===== config.mk =====
export PLATFORM = sky130hd
export DESIGN_NAME = tcs_tx_clock_align
export DESIGN_NICKNAME = d
export VERILOG_FILES = /design/src/tcs_pkg.sv /design/src/tcs_tx_clock_align.sv /design/src/tcs_fifo.sv
export SDC_FILE = /design/constraint.sdc
export NUM_CORES = 1
export LEC_CHECK = 0
export BUFFER_PORTS_ARGS = -buffer_cell sky130_fd_sc_hd__clkbuf_2
export CORE_MARGIN = 5
export CORE_UTILIZATION = 40
export DETAILED_ROUTE_END_ITERATION = 16
export HOLD_SLACK_MARGIN = 0.05
export SLEW_MARGIN = 20
export SYNTH_ARGS = -nofsm -noshare
export SYNTH_HDL_FRONTEND = slang
export SYNTH_SLANG_ARGS = --single-unit

===== constraint.sdc =====
create_clock -name clk_i -period 3.4 [get_ports clk_i]
set_input_delay 0.51 -clock clk_i [delete_from_list [all_inputs] [get_ports clk_i]]
set_output_delay 0.51 -clock clk_i [all_outputs]
set_load 0.01 [all_outputs]

===== src/tcs_pkg.sv =====
package tcs_pkg;

   // Wishbone register map, byte addresses
   localparam logic [3:0] TCS_CTRL_OFS = 4'h0;
   localparam logic [3:0] TCS_STATUS_OFS = 4'h4;

   // Control register fields
   localparam int TCS_CTRL_SRC_BIT = 0;
   localparam int TCS_CTRL_RATE_BIT = 1;
   localparam int TCS_CTRL_HALF_BIT = 2;
   localparam int TCS_CTRL_REINIT_BIT = 3;
   localparam logic [3:0] TCS_CTRL_RESET = 4'h8;

   // Status register fields
   localparam int TCS_STAT_ERR_BIT = 0;
   localparam int TCS_STAT_ALIGNED_BIT = 1;
   localparam int TCS_STAT_LVL_LSB = 2;
   localparam int TCS_STAT_SRC_BIT = 7;

   // Phase-align buffer geometry
   localparam int TCS_CHAR_W = 10;
   localparam int TCS_FIFO_DEPTH = 16;
   localparam int TCS_LVL_W = 5;
   localparam logic [4:0] TCS_CENTER_LEVEL = 5'h08;

   // Midpoint timer for the doubled clock output
   localparam int TCS_HCNT_W = 8;

   typedef struct packed {
      logic [1:0] ctrl;
      logic [7:0] data;
   } tcs_char_type;

   typedef enum {
      TCS_FILL,
      TCS_RUN
   } tcs_state_type;

endpackage : tcs_pkg


===== src/tcs_tx_clock_align.sv =====
// Notes on behaviour
// RULE_01 - The reference clock input times both transmit and receive character rates.
// RULE_02 - Configuration can make the reference clock time the parallel character interface.
// RULE_03 - With the source latch at 0, characters are captured on host input clock rises.
// RULE_04 - The host input clock must match the output clock in frequency, any phase.
// RULE_05 - After centering, host clock wander of half a character is absorbed by the buffer.
// RULE_06 - Buffer overrun or underrun raises the path error and holds it until reinit.
// RULE_07 - Writing 0 to the reinit latch flushes and re-centers the phase-align buffer.
// RULE_08 - The path error clears when the buffer has refilled to its center.
// RULE_09 - The clock output is built from the same ticks as the internal character clock.
// RULE_10 - The clock output runs at reference rate with rate latch 0, twice it with 1.
// RULE_11 - No fixed phase is kept between the clock output and the reference clock.
// RULE_12 - In half-rate reference mode, inputs are sampled on both reference edges.
// RULE_13 - In half-rate reference mode, reference-timed outputs update on both edges.
// RULE_14 - A sent word sync sequence also clears a latched path error.
// RULE_15 - With the source latch at 1, capture uses the reference clock and skips the buffer.
module tcs_tx_clock_align
   import tcs_pkg::*;
#(
   parameter int DEPTH = TCS_FIFO_DEPTH
) (
   input wire logic clk_i,
   input wire logic rst_i,
   // Wishbone classic slave
   input wire logic wb_cyc_i,
   input wire logic wb_stb_i,
   input wire logic wb_we_i,
   input wire logic [3:0] wb_adr_i,
   input wire logic [3:0] wb_sel_i,
   input wire logic [31:0] wb_dat_i,
   output logic [31:0] wb_dat_o,
   output logic wb_ack_o,
   // Host side pins, sampled on clk_i
   input wire logic ref_clock_in_i,
   input wire logic host_tx_input_clock_i,
   input wire logic [7:0] tx_char_in_i,
   input wire logic [1:0] tx_char_ctrl_in_i,
   output logic synth_tx_clock_out_o,
   output logic tx_path_error_o,
   // Encoder side
   input wire logic word_sync_sent_i,
   input wire logic enc_ready_i,
   output logic enc_valid_o,
   output logic [7:0] enc_data_o,
   output logic [1:0] enc_ctrl_o
);
   localparam int LW = $clog2(DEPTH) + 1;

   // Configuration latches
   logic [3:0] ctrl_q;
   logic ack_q;
   logic [31:0] rdat_q;

   // Pin history for edge detection
   logic ref_prev_q;
   logic host_prev_q;

   // Capture register
   tcs_char_type cap_q;
   logic cap_vld_q;

   // Alignment state
   tcs_state_type state_q;
   tcs_state_type state_d;
   logic err_q;
   logic err_d;

   // Output character
   tcs_char_type out_q;
   logic out_vld_q;

   // Clock synthesis
   logic clk_out_q;
   logic [TCS_HCNT_W-1:0] hcnt_q;
   logic [TCS_HCNT_W-1:0] meas_q;

   // FIFO wiring
   tcs_char_type fifo_rd_data;
   logic fifo_wr_ready;
   logic fifo_rd_valid;
   logic [LW-1:0] fifo_level;

   // Register decode
   wire wb_req = wb_cyc_i & wb_stb_i & ~ack_q;
   wire sel_ctrl = (wb_adr_i == TCS_CTRL_OFS);
   wire sel_stat = (wb_adr_i == TCS_STATUS_OFS);
   wire ctrl_wr = wb_req & wb_we_i & sel_ctrl & wb_sel_i[0];
   wire reinit_req = ctrl_wr & ~wb_dat_i[TCS_CTRL_REINIT_BIT]; // RULE_07

   wire src_ref = ctrl_q[TCS_CTRL_SRC_BIT];
   wire rate_dbl = ctrl_q[TCS_CTRL_RATE_BIT];
   wire half_ref = ctrl_q[TCS_CTRL_HALF_BIT];

   // Edge detection on the sampled clock pins
   wire ref_rise = ref_clock_in_i & ~ref_prev_q;
   wire ref_fall = ~ref_clock_in_i & ref_prev_q;
   wire ref_edge = ref_rise | ref_fall;
   wire host_rise = host_tx_input_clock_i & ~host_prev_q;

   // Internal character tick follows the reference clock
   wire char_tick = ref_rise | (half_ref & ref_fall); // RULE_01 RULE_12 RULE_13

   // Capture clock selection
   wire cap_stb = src_ref ? char_tick : host_rise; // RULE_02 RULE_03 RULE_15

   // Buffer path only in host clock mode
   wire fifo_wr = cap_vld_q & ~src_ref;
   wire overflow = fifo_wr & ~fifo_wr_ready; // RULE_06
   wire drain_try = char_tick & ~src_ref & (state_q == TCS_RUN) & enc_ready_i;
   wire fifo_rd = drain_try & fifo_rd_valid;
   wire underflow = drain_try & ~fifo_rd_valid; // RULE_06
   wire centered = (fifo_level >= LW'(TCS_CENTER_LEVEL));

   wire center_done = (state_q == TCS_FILL) & (state_d == TCS_RUN);

   wire [31:0] stat_word = {24'h000000, src_ref, fifo_level[TCS_LVL_W-1:0],
                            (state_q == TCS_RUN), err_q};
   wire [31:0] rdat_d = sel_ctrl ? {28'h0000000, ctrl_q} :
                        sel_stat ? stat_word : 32'h00000000;

   assign wb_ack_o = ack_q;
   assign wb_dat_o = rdat_q;
   assign tx_path_error_o = err_q;
   assign synth_tx_clock_out_o = clk_out_q;
   assign enc_valid_o = out_vld_q;
   assign enc_data_o = out_q.data;
   assign enc_ctrl_o = out_q.ctrl;

   tcs_fifo #(
      .WIDTH(TCS_CHAR_W),
      .DEPTH(DEPTH)
   ) u_fifo (
      .clk_i(clk_i),
      .rst_i(rst_i),
      .flush_i(reinit_req), // RULE_07
      .wr_valid_i(fifo_wr),
      .wr_ready_o(fifo_wr_ready),
      .wr_data_i(cap_q),
      .rd_valid_o(fifo_rd_valid),
      .rd_ready_i(fifo_rd),
      .rd_data_o(fifo_rd_data),
      .level_o(fifo_level)
   );

   // Wishbone slave: one wait state, unmapped reads return zero
   always_ff @(posedge clk_i) begin
      if (rst_i) begin
         ack_q <= 1'b0;
         rdat_q <= 32'h00000000;
      end else begin
         ack_q <= wb_req;
         rdat_q <= wb_req ? rdat_d : 32'h00000000;
      end
   end

   always_ff @(posedge clk_i) begin
      if (rst_i) begin
         ctrl_q <= TCS_CTRL_RESET;
      end else if (ctrl_wr) begin
         ctrl_q <= wb_dat_i[3:0];
      end
   end

   always_ff @(posedge clk_i) begin
      if (rst_i) begin
         ref_prev_q <= 1'b0;
         host_prev_q <= 1'b0;
      end else begin
         ref_prev_q <= ref_clock_in_i;
         host_prev_q <= host_tx_input_clock_i;
      end
   end

   // Character capture on the selected interface clock
   always_ff @(posedge clk_i) begin
      if (rst_i) begin
         cap_q <= '0;
         cap_vld_q <= 1'b0;
      end else begin
         cap_vld_q <= cap_stb;
         if (cap_stb) begin
            cap_q <= {tx_char_ctrl_in_i, tx_char_in_i}; // RULE_03 RULE_15
         end
      end
   end

   // Buffer must refill to its center before draining again
   always_comb begin
      state_d = state_q;
      case (state_q)
         TCS_FILL: begin
            if (src_ref || centered) begin
               state_d = TCS_RUN; // RULE_05
            end
         end
         TCS_RUN: begin
            state_d = TCS_RUN;
         end
         default: begin
            state_d = TCS_FILL;
         end
      endcase
      if (reinit_req) begin
         state_d = TCS_FILL; // RULE_07
      end
   end

   // Set wins over clear so a fault on the clearing cycle is kept
   always_comb begin
      err_d = err_q;
      if (center_done || word_sync_sent_i) begin
         err_d = 1'b0; // RULE_08 RULE_14
      end
      if (overflow || underflow) begin
         err_d = 1'b1; // RULE_06
      end
   end

   always_ff @(posedge clk_i) begin
      if (rst_i) begin
         state_q <= TCS_FILL;
         err_q <= 1'b1;
      end else begin
         state_q <= state_d;
         err_q <= err_d;
      end
   end

   // Output to encoder; bypass path ignores enc_ready_i
   always_ff @(posedge clk_i) begin
      if (rst_i) begin
         out_q <= '0;
         out_vld_q <= 1'b0;
      end else if (src_ref) begin
         out_vld_q <= cap_vld_q; // RULE_15
         if (cap_vld_q) begin
            out_q <= cap_q;
         end
      end else begin
         out_vld_q <= fifo_rd;
         if (fifo_rd) begin
            out_q <= fifo_rd_data;
         end
      end
   end

   // Half-period timer of the reference, used to place the midpoint toggle
   always_ff @(posedge clk_i) begin
      if (rst_i) begin
         hcnt_q <= '0;
         meas_q <= '0;
      end else if (ref_edge) begin
         hcnt_q <= '0;
         meas_q <= hcnt_q;
      end else if (hcnt_q != '1) begin
         hcnt_q <= hcnt_q + 1'b1;
      end
   end

   // Phase follows the sampled reference, not its true edge
   always_ff @(posedge clk_i) begin
      if (rst_i) begin
         clk_out_q <= 1'b0;
      end else if (!rate_dbl) begin
         clk_out_q <= ref_clock_in_i; // RULE_09 RULE_10 RULE_11
      end else if (ref_edge || (hcnt_q == (meas_q >> 1))) begin
         clk_out_q <= ~clk_out_q; // RULE_10
      end
   end

endmodule : tcs_tx_clock_align


===== src/tcs_fifo.sv =====
module tcs_fifo
   import tcs_pkg::*;
#(
   parameter int WIDTH = TCS_CHAR_W,
   parameter int DEPTH = TCS_FIFO_DEPTH
) (
   input wire logic clk_i,
   input wire logic rst_i,
   input wire logic flush_i,
   input wire logic wr_valid_i,
   output logic wr_ready_o,
   input wire logic [WIDTH-1:0] wr_data_i,
   output logic rd_valid_o,
   input wire logic rd_ready_i,
   output logic [WIDTH-1:0] rd_data_o,
   output logic [$clog2(DEPTH):0] level_o
);
   localparam int AW = $clog2(DEPTH);

   logic [WIDTH-1:0] mem_q [DEPTH];
   logic [AW:0] wr_ptr_q;
   logic [AW:0] rd_ptr_q;

   wire do_wr = wr_valid_i & wr_ready_o;
   wire do_rd = rd_valid_o & rd_ready_i;
   wire [AW:0] used = wr_ptr_q - rd_ptr_q;

   assign wr_ready_o = (used != (AW+1)'(DEPTH));
   assign rd_valid_o = (used != '0);
   assign rd_data_o = mem_q[rd_ptr_q[AW-1:0]];
   assign level_o = used;

   always_ff @(posedge clk_i) begin
      if (do_wr) begin
         mem_q[wr_ptr_q[AW-1:0]] <= wr_data_i;
      end
   end

   always_ff @(posedge clk_i) begin
      if (rst_i || flush_i) begin
         wr_ptr_q <= '0;
         rd_ptr_q <= '0;
      end else begin
         wr_ptr_q <= wr_ptr_q + (AW+1)'(do_wr);
         rd_ptr_q <= rd_ptr_q + (AW+1)'(do_rd);
      end
   end

endmodule : tcs_fifo


# Word level (Yosys, flattened, before mapping)
# Memories as Yosys holds them, arrays and structs flattened. A register that Yosys moved wholly into a read port is not among the register bits.
# Cells that the tools add are included.
[totals]
register_bits = 121
mem_bits_rw = 160
inputBits = 59
output_inout_bits = 46
word_cells = 99
mem_count = 1
[classes]
addsub = 4
order_cmp = 1
n_eq_ne = 9
n_mux = 15
bitwise = 33
n_reduce_logical = 16
[mem_list]
columns = ["memory", "depth", "word_bits", "read_ports", "rd_clocked_by_memory_dff", "wr", "line_no", "text"]
rows = [
  ["u_fifo.mem_q", 16, 10, 1, 1, 1, "tcs_fifo.sv:20", "logic [WIDTH-1:0] mem_q [DEPTH];"],
]
[ops]
columns = ["op", "count"]
rows = [
  ["32-bit by 2-bit == test with 1-bit output (second input constant)", 2],
  ["32-bit zero test", 2],
  ["32-bit two-way mux", 2],
  ["32-bit one-hot mux with 2 select lines", 1],
  ["32-bit by 1-bit == test with 1-bit output (second input constant)", 1],
  ["10-bit two-way mux", 3],
  ["1-bit AND", 20],
  ["4-bit two-way mux", 3],
  ["1-bit inverter", 11],
  ["5-bit by 1-bit adder with 5-bit output", 2],
  ["8-bit by 1-bit adder with 8-bit output (second input constant)", 1],
  ["8-bit by 7-bit == test with 1-bit output", 1],
  ["8-bit != test (second input constant)", 1],
  ["1-bit two-way mux", 6],
  ["2-bit OR reduction", 3],
  ["5-bit by 4-bit greater-or-equal comparator with 1-bit output (second input constant)", 1],
  ["1-bit logical OR", 5],
  ["5-bit != test (second input constant)", 1],
  ["5-bit nonzero test", 1],
  ["5-bit subtractor", 1],
  ["4-bit by 3-bit == test with 1-bit output (second input constant)", 1],
  ["4-bit zero test", 1],
  ["2-bit by 1-bit != test with 1-bit output (second input constant)", 2],
  ["4-bit OR reduction", 1],
  ["other kinds (4)", 5],
]

# Logic depth before layout (Yosys ltp)
# Gate-level depths: netlist of the first run.
[depth]
depth_word = 11
depth_mapped = 16
ltp_nobuf = 14

# Hierarchy
# From an unflattened synthesis of the first run, not the netlist that was laid out.
[hier_totals]
hier_cells = 667
area_unflattened_um2 = 10192.3
[modules_own_cells]
columns = ["module", "instances", "cells_each", "area_each_um2", "seq_area_each_um2"]
rows = [
  ["tcs_fifo", 1, 358, 6892.9, 5004.8],
  ["tcs_tx_clock_align", 1, 309, 3299.4, 1721.7],
]

# Worst setup path after synthesis of the first run
# Ideal clock, no wire load.
[synth_timing]
path_kind = "register -> register"
from = "register u_fifo.rd_ptr_q[1]"
to = "memory u_fifo.mem_q[1][0] (netlist bit) (enable)"
setup_ps = 404
arrival_time_ps = 3228
t_required_ps = 2996
setup_slack_ps = -232
stages_incl_launch_ff = 11
cell_sequence = "dfxtp_1 -> buf_2 -> clkbuf_1 -> inv_1 -> fa_1 -> xnor2_1 -> and4_1 -> nor2_2 -> o211ai_4 -> buf_4 -> nor4_1"
[synth_via]
elab_chain_len = 5
[synth_lines]
columns = ["item", "line_no", "text"]
rows = [
  ["start: declaration", "tcs_fifo.sv:22", "logic [AW:0] rd_ptr_q;"],
  ["start signal: assignment", "tcs_fifo.sv:45", "rd_ptr_q <= rd_ptr_q + (AW+1)'(do_rd);"],
  ["5-bit subtractor", "tcs_fifo.sv:26", "wire [AW:0] used = wr_ptr_q - rd_ptr_q;"],
  ["5-bit != test", "tcs_fifo.sv:28", "assign wr_ready_o = (used != (AW+1)'(DEPTH));"],
  ["1-bit AND", "tcs_fifo.sv:24", "wire do_wr = wr_valid_i & wr_ready_o;"],
  ["1-bit two-way mux", "tcs_fifo.sv:34", "if (do_wr) begin"],
  ["1-bit two-way mux (implied by the code)", "tcs_fifo.sv:35", "mem_q[wr_ptr_q[AW-1:0]] <= wr_data_i;"],
  ["end: declaration", "tcs_fifo.sv:20", ""],
]
# Every way passes these cells.

# Final worst setup path of the first run
[layout_timing]
from = "register u_fifo.wr_ptr_q[0]"
to = "memory u_fifo.mem_q[13][9] (netlist bit) (enable)"
[layout_via]
elab_chain_len = 5
[layout_lines]
columns = ["item", "line_no", "text"]
rows = [
  ["start: declaration", "tcs_fifo.sv:21", "logic [AW:0] wr_ptr_q;"],
  ["start signal: assignment", "tcs_fifo.sv:44", "wr_ptr_q <= wr_ptr_q + (AW+1)'(do_wr);"],
  ["5-bit subtractor", "tcs_fifo.sv:26", ""],
  ["5-bit != test", "tcs_fifo.sv:28", ""],
  ["1-bit AND", "tcs_fifo.sv:24", ""],
  ["1-bit two-way mux", "tcs_fifo.sv:34", ""],
  ["1-bit two-way mux (implied by the code)", "tcs_fifo.sv:35", ""],
]
# Several ways; a longest one is shown, not always the timed one.

==> results.json, run 1 <==
{
  "clock.fmax_mhz": 323,
  "grt_pass1_vias": 5694,
  "port_buffers": 49,
  "holdBufCountCts": 0,
  "dp_cells": 1054,
  "netlist_instances": 649,
  "grt.total_usage": 0.137,
  "die_y_um": 169,
  "synth.area.top_cells": "edfxtp_1, dfxtp_1, mux4_2, mux2i_1, buf_4",
  "highest_layer": "met4",
  "cts_inserted_buffers": 27,
  "fin_util": 0.472,
  "path_max_fanout": 16,
  "slew_headroom": 0.400,
  "syn2layout_area_growth_pct": 17.0,
  "cp-end-kind": "register",
  "p_leak_nw": 4.34,
  "fillCellCount": 2180,
  "whs_path_depth": 2,
  "die_area_um2": 28500,
  "htreeDepth": 1,
  "hold_path.class": "input port to register",
  "first_pass_iters": 4,
  "required_ns": 3.62,
  "fin_crit_sh": 0.912,
  "drc": 0,
  "synth_top_area_share": 0.476,
  "grt_max_degree": 43,
  "fin_area_um2": 11800,
  "avgSynthCellArea_um2": 15.6,
  "hp-start": "word_sync_sent_i",
  "cts_resized": 0,
  "r2r_setup_slack_ns": 0.30,
  "ir_drop_mv": 0.374,
  "die_w_um": 169,
  "outcome": "finished clean",
  "path_class": "register to register",
  "regArea_um2": 6730,
  "skew_ns": 0.0219,
  "hold_end": "tx_path_error_o",
  "path_clk_slew_ns": 0.06,
  "totalWireLength_mm": 19.6,
  "multi_input_area_um2": 3240,
  "worstRegToRegCells": 11,
  "final_cell_mix": "edfxtp_1, dfxtp_1, conb_1, nor2_1, clkbuf_2",
  "layout_commonest_cell": "edfxtp_1",
  "startpoint_type": "register",
  "yosysTopAreaCell": "edfxtp_1",
  "layout.cells.non_filler": 1104,
  "synthArstFlopShare": 0,
  "std_cell_rows": 58,
  "io_pins": 105,
  "met1_length_mm": 8.35,
  "netlist_area_um2": 10100,
  "finalHoldViolCount": 0,
  "dr_wl_met3_mm": 1.01,
  "dr.first_iter.drc_count": 377,
  "antenna_found_initial": 0,
  "numClockSinks": 256,
  "num_vias": 5513,
  "finalMaxSlewViolations": 0,
  "grt_pass1_wl_mm": 31.2,
  "route.met2.wl_mm": 9.88,
  "worstSkewPairLatency_ns": 0.54,
  "cts_tree": "built",
  "synth-edff-count": 160,
  "finalSetupViolCount": 0,
  "ys_ff_latch": 256,
  "setup_ws_ns": 0.299,
  "dpl.hpwl_mm": 13.1,
  "drive_gt1_frac": 0.257,
  "yosysWarnings": 0,
  "place_ws_ns": 0.353,
  "antenna_cells": 0,
  "tightest_slew_ns": 0.899,
  "grt_overflow": 0,
  "synth_ff_type": "edfxtp_1",
  "p_per_area_nw_per_um2": 550,
  "drt.antenna.violating_nets": 0,
  "start_util": 0.403,
  "r2r_end": "u_fifo.mem_q[13][9]",
  "worstReg2RegStart": "u_fifo.wr_ptr_q[0]",
  "max-cap-violations": 0,
  "fin_crit_ns": 3.10,
  "vias_per_cell": 4.99,
  "core_area_um2": 25000,
  "rsz0062_at_grt": "no",
  "cts_setup_buffers": 0,
  "arrival_ns": 3.32,
  "yosysSeqAreaShare": 0.666,
  "wl_per_cell_um": 17.7,
  "clockBufferDepth": 3,
  "gp_congestion": 0.744,
  "dpl-instance-area_um2": 10900,
  "fin_setup_tns_ns": 0,
  "synth_cell_type_count": 58,
  "root_buffer": "clkbuf_16",
  "nNetsFinal": 824
}
registers in the layout (all words and copies together), names as in the netlist:
signal                cells
u_fifo.mem_q            160
state_q                  32
cap_q                    10
enc_data_o                8
hcnt_q                    8
wb_dat_o                  8
meas_q                    7
u_fifo.rd_ptr_q           5
u_fifo.wr_ptr_q           5
ctrl_q                    4
enc_ctrl_o                2
cap_vld_q                 1
enc_valid_o               1
host_prev_q               1
ref_prev_q                1
synth_tx_clock_out_o      1
tx_path_error_o           1
wb_ack_o                  1
logic make-up after synthesis:
family / count (synthesis) / synth area share
other: 1 / 0.000371
AO/OA/AOI/OAI: 51 / 0.0359
XOR/XNOR: 22 / 0.0191
AND/OR/NAND/NOR: 145 / 0.0852
flip-flops: 256 / 0.666
adder cells (fa/ha/maj): 12 / 0.0156
multiplexers: 83 / 0.136
buffers and inverters: 79 / 0.0414
stage by stage:
step	total power, W	hold WS [ns]
floorplan	0.00358	0.460
global placement	0.00362	0.475
detailed placement	0.00363	0.492
CTS	0.00657	0.184
global route	0.00673	0.187
finish	0.00650	0.207
layout make-up:
type,count,share of cell area
sequential,256,0.569
multi-input combinational,368,0.274
clock buffer,36,0.0636
timing repair buffer,76,0.0379
tap,330,0.0349
clock inverter,14,0.0126
inverter,24,0.00762
power breakdown:
part           leakage (nW)  internal, W  switching (W)
registers              2.26      0.00334      0.0000546
clock network         0.449      0.00178        0.00115
logic                  1.63    0.0000678      0.0000970
metal layers:
metal  global-route usage  vias to the layer above
met3               0.0259                       29
met5                    0                        -
met4               0.0353                        0
met2                0.232                      127
met1                0.183                     2773
li1                     -                     2584
critical path, stage by stage, from the launching register on:
cell	delay (ns)
dfxtp_1	0.37
inv_1	0.11
ha_1	0.16
inv_1	0.06
fa_1	0.49
nand3_1	0.13
and3_1	0.17
or2_1	0.27
o211ai_4	0.13
buf_4	0.23
nor3_1	0.39
buf_4	0.29
how the worst max path moves through the flow:
stage	from	end	slack (ns)
floorplan	u_fifo.rd_ptr_q[1]	u_fifo.mem_q[1][0]	-0.23
global placement	u_fifo.wr_ptr_q[0]	u_fifo.mem_q[13][3]	0.44
detailed placement	u_fifo.wr_ptr_q[0]	u_fifo.mem_q[15][5]	0.35
CTS	u_fifo.wr_ptr_q[0]	u_fifo.mem_q[13][7]	0.34
global route	u_fifo.wr_ptr_q[0]	u_fifo.mem_q[13][9]	0.17
finish	u_fifo.wr_ptr_q[0]	u_fifo.mem_q[13][9]	0.30
synthesized netlist by cell type (6+ instances only):
master	number
a31oi_1	13
a21oi_1	16
xor2_1	10
clkbuf_1	19
nor2b_1	13
mux2i_1	33
nor3_1	6
edfxtp_1	160
nor4_1	10
dfxtp_1	96
inv_1	23
nand3_1	8
mux4_2	40
o221ai_1	10
nor2_1	52
nand2_1	7
xnor2_1	12
ha_1	11
buf_4	29
mux2_4	9
No activity file was read; power rests on OpenSTA's default activity.
==> run 2: changes to the inputs <==
Settings changed: CORE_UTILIZATION 40 to 53, PLACE_DENSITY set to 0.76.
==> results.json, run 2 (synthesis results as in run 1) <==
{
  "outcome": "finished clean",
  "finalHoldViolCount": 0,
  "cp_cell_sequence": "inv_1, ha_1, inv_1, fa_1, xnor2_1, and4_1, nor2_2, o211ai_4, buf_4, nor4bb_2, buf_4",
  "std_cell_rows": 50,
  "antenna_found_initial": 0,
  "dr_wl_met3_mm": 1.46,
  "path_class": "register to register",
  "syn2layout_area_growth_pct": 15.3,
  "vias_per_cell": 5.63,
  "ir_drop_mv": 0.271,
  "worstSkewPairLatency_ns": 0.53,
  "crit_slowest_cell": "fa_1",
  "holdBufCountCts": 0,
  "io_pins": 105,
  "dp_cells": 958,
  "core_area_um2": 18700,
  "required_ns": 3.61,
  "die_area_um2": 21900,
  "first_pass_iters": 5,
  "port_buffers": 49,
  "skew_ns": 0.0215,
  "drt.antenna.violating_nets": 0,
  "layout_commonest_cell": "edfxtp_1",
  "cts_setup_buffers": 0,
  "max-cap-violations": 0,
  "drc": 0,
  "largest_reg_flops": 160,
  "dpl-instance-area_um2": 10800,
  "path_clk_slew_ns": 0.06,
  "drive_gt1_frac": 0.255,
  "totalWireLength_mm": 19.9,
  "numClockSinks": 256,
  "wl_per_cell_um": 19.9,
  "fin_area_um2": 11600,
  "cts_resized": 0,
  "arrival_ns": 3.18,
  "fin_setup_tns_ns": 0,
  "max_stage_delay_ns": 0.49,
  "htreeDepth": 1,
  "grt_pass1_wl_mm": 31.6,
  "met1_length_mm": 7.74,
  "p_leak_nw": 4.31,
  "gp_congestion": 0.760,
  "root_buffer": "clkbuf_16",
  "place_ws_ns": 0.455,
  "highest_layer": "met4",
  "worstRegToRegCells": 11,
  "final_cell_mix": "edfxtp_1, dfxtp_1, conb_1, nor2_1, clkbuf_2",
  "hold_path.class": "input port to register",
  "cp-end-kind": "register",
  "finalSetupViolCount": 0,
  "worstReg2RegStart": "u_fifo.wr_ptr_q[0]",
  "grt_overflow": 0,
  "num_vias": 5639,
  "layout.cells.non_filler": 1002,
  "crit_path_end": "u_fifo.mem_q[4][7]",
  "antenna_cells": 0,
  "start_util": 0.540,
  "tightest_slew_ns": 0.945,
  "route.met2.wl_mm": 10.2,
  "rsz0062_at_grt": "no",
  "nNetsFinal": 821,
  "cts_inserted_buffers": 24,
  "r2r_end": "u_fifo.mem_q[4][7]",
  "path_max_fanout": 16,
  "grt.total_usage": 0.184,
  "p_per_area_nw_per_um2": 544,
  "die_y_um": 148,
  "cts_tree": "built",
  "dr.first_iter.drc_count": 383,
  "fin_crit_sh": 0.873,
  "grt_max_degree": 45,
  "clock.fmax_mhz": 337,
  "startpoint": "u_fifo.wr_ptr_q[0]",
  "fin_crit_ns": 2.97,
  "startpoint_type": "register",
  "die_w_um": 148,
  "r2r_setup_slack_ns": 0.43,
  "setup_ws_ns": 0.431,
  "slew_headroom": 0.370,
  "clockBufferDepth": 3,
  "grt_pass1_vias": 5841,
  "dpl.hpwl_mm": 12.4,
  "finalMaxSlewViolations": 0,
  "power_w": 0.00634
}
==> run 2: critical path, delay by kind of cell (launching register included) <==
family | cells | cell delay (ns)
xor gates and xnor gates | 1 | 0.19
adders and majority gates | 2 | 0.66
DFF | 1 | 0.37
and+or+nand+nor | 3 | 0.68
AOI/OAI and AO/OA | 1 | 0.09
buffers and inverters | 4 | 0.66
==> run 2: worst min-delay path by stage <==
stage	start	to	slack [ns]	cells past startpoint
floorplan	ctrl_q[1]	ctrl_q[1]	0.46	2
global placement	ctrl_q[1]	ctrl_q[1]	0.48	2
detailed placement	ctrl_q[3]	wb_dat_o[3]	0.50	2
CTS	word_sync_sent_i	tx_path_error_o	0.21	2
global route	word_sync_sent_i	tx_path_error_o	0.21	2
finish	word_sync_sent_i	tx_path_error_o	0.22	2
==> run 2: through the flow <==
step                 util  hold WS, ns
finish              0.622        0.219
global route        0.622        0.209
CTS                 0.622        0.205
detailed placement  0.577        0.496
global placement    0.577        0.481
floorplan               -        0.460
==> run 2: report_power, final <==
| part | total, W | internal [W] | switching [W] |
|---|---|---|---|
| combinational | 0.000169 | 0.0000680 | 0.000101 |
| clock | 0.00277 | 0.00167 | 0.00110 |
| sequential | 0.00340 | 0.00334 | 0.0000548 |
| total | 0.00634 | 0.00508 | 0.00126 |
==> run 2: routing by layer <==
metal	vias to the layer above	global-route usage
li1	2578	-
met4	0	0.0624
met2	207	0.319
met1	2805	0.232
met5	-	0
met3	49	0.0383
==> run 2: area by class of cell <==
type,count,area [um2]
multi-input combinational,368,3240
sequential,256,6730
fill,1270,7060
clock buffer,33,696
tap,234,293
inverter,24,90.1
clock inverter,11,146
timing repair buffer,76,448
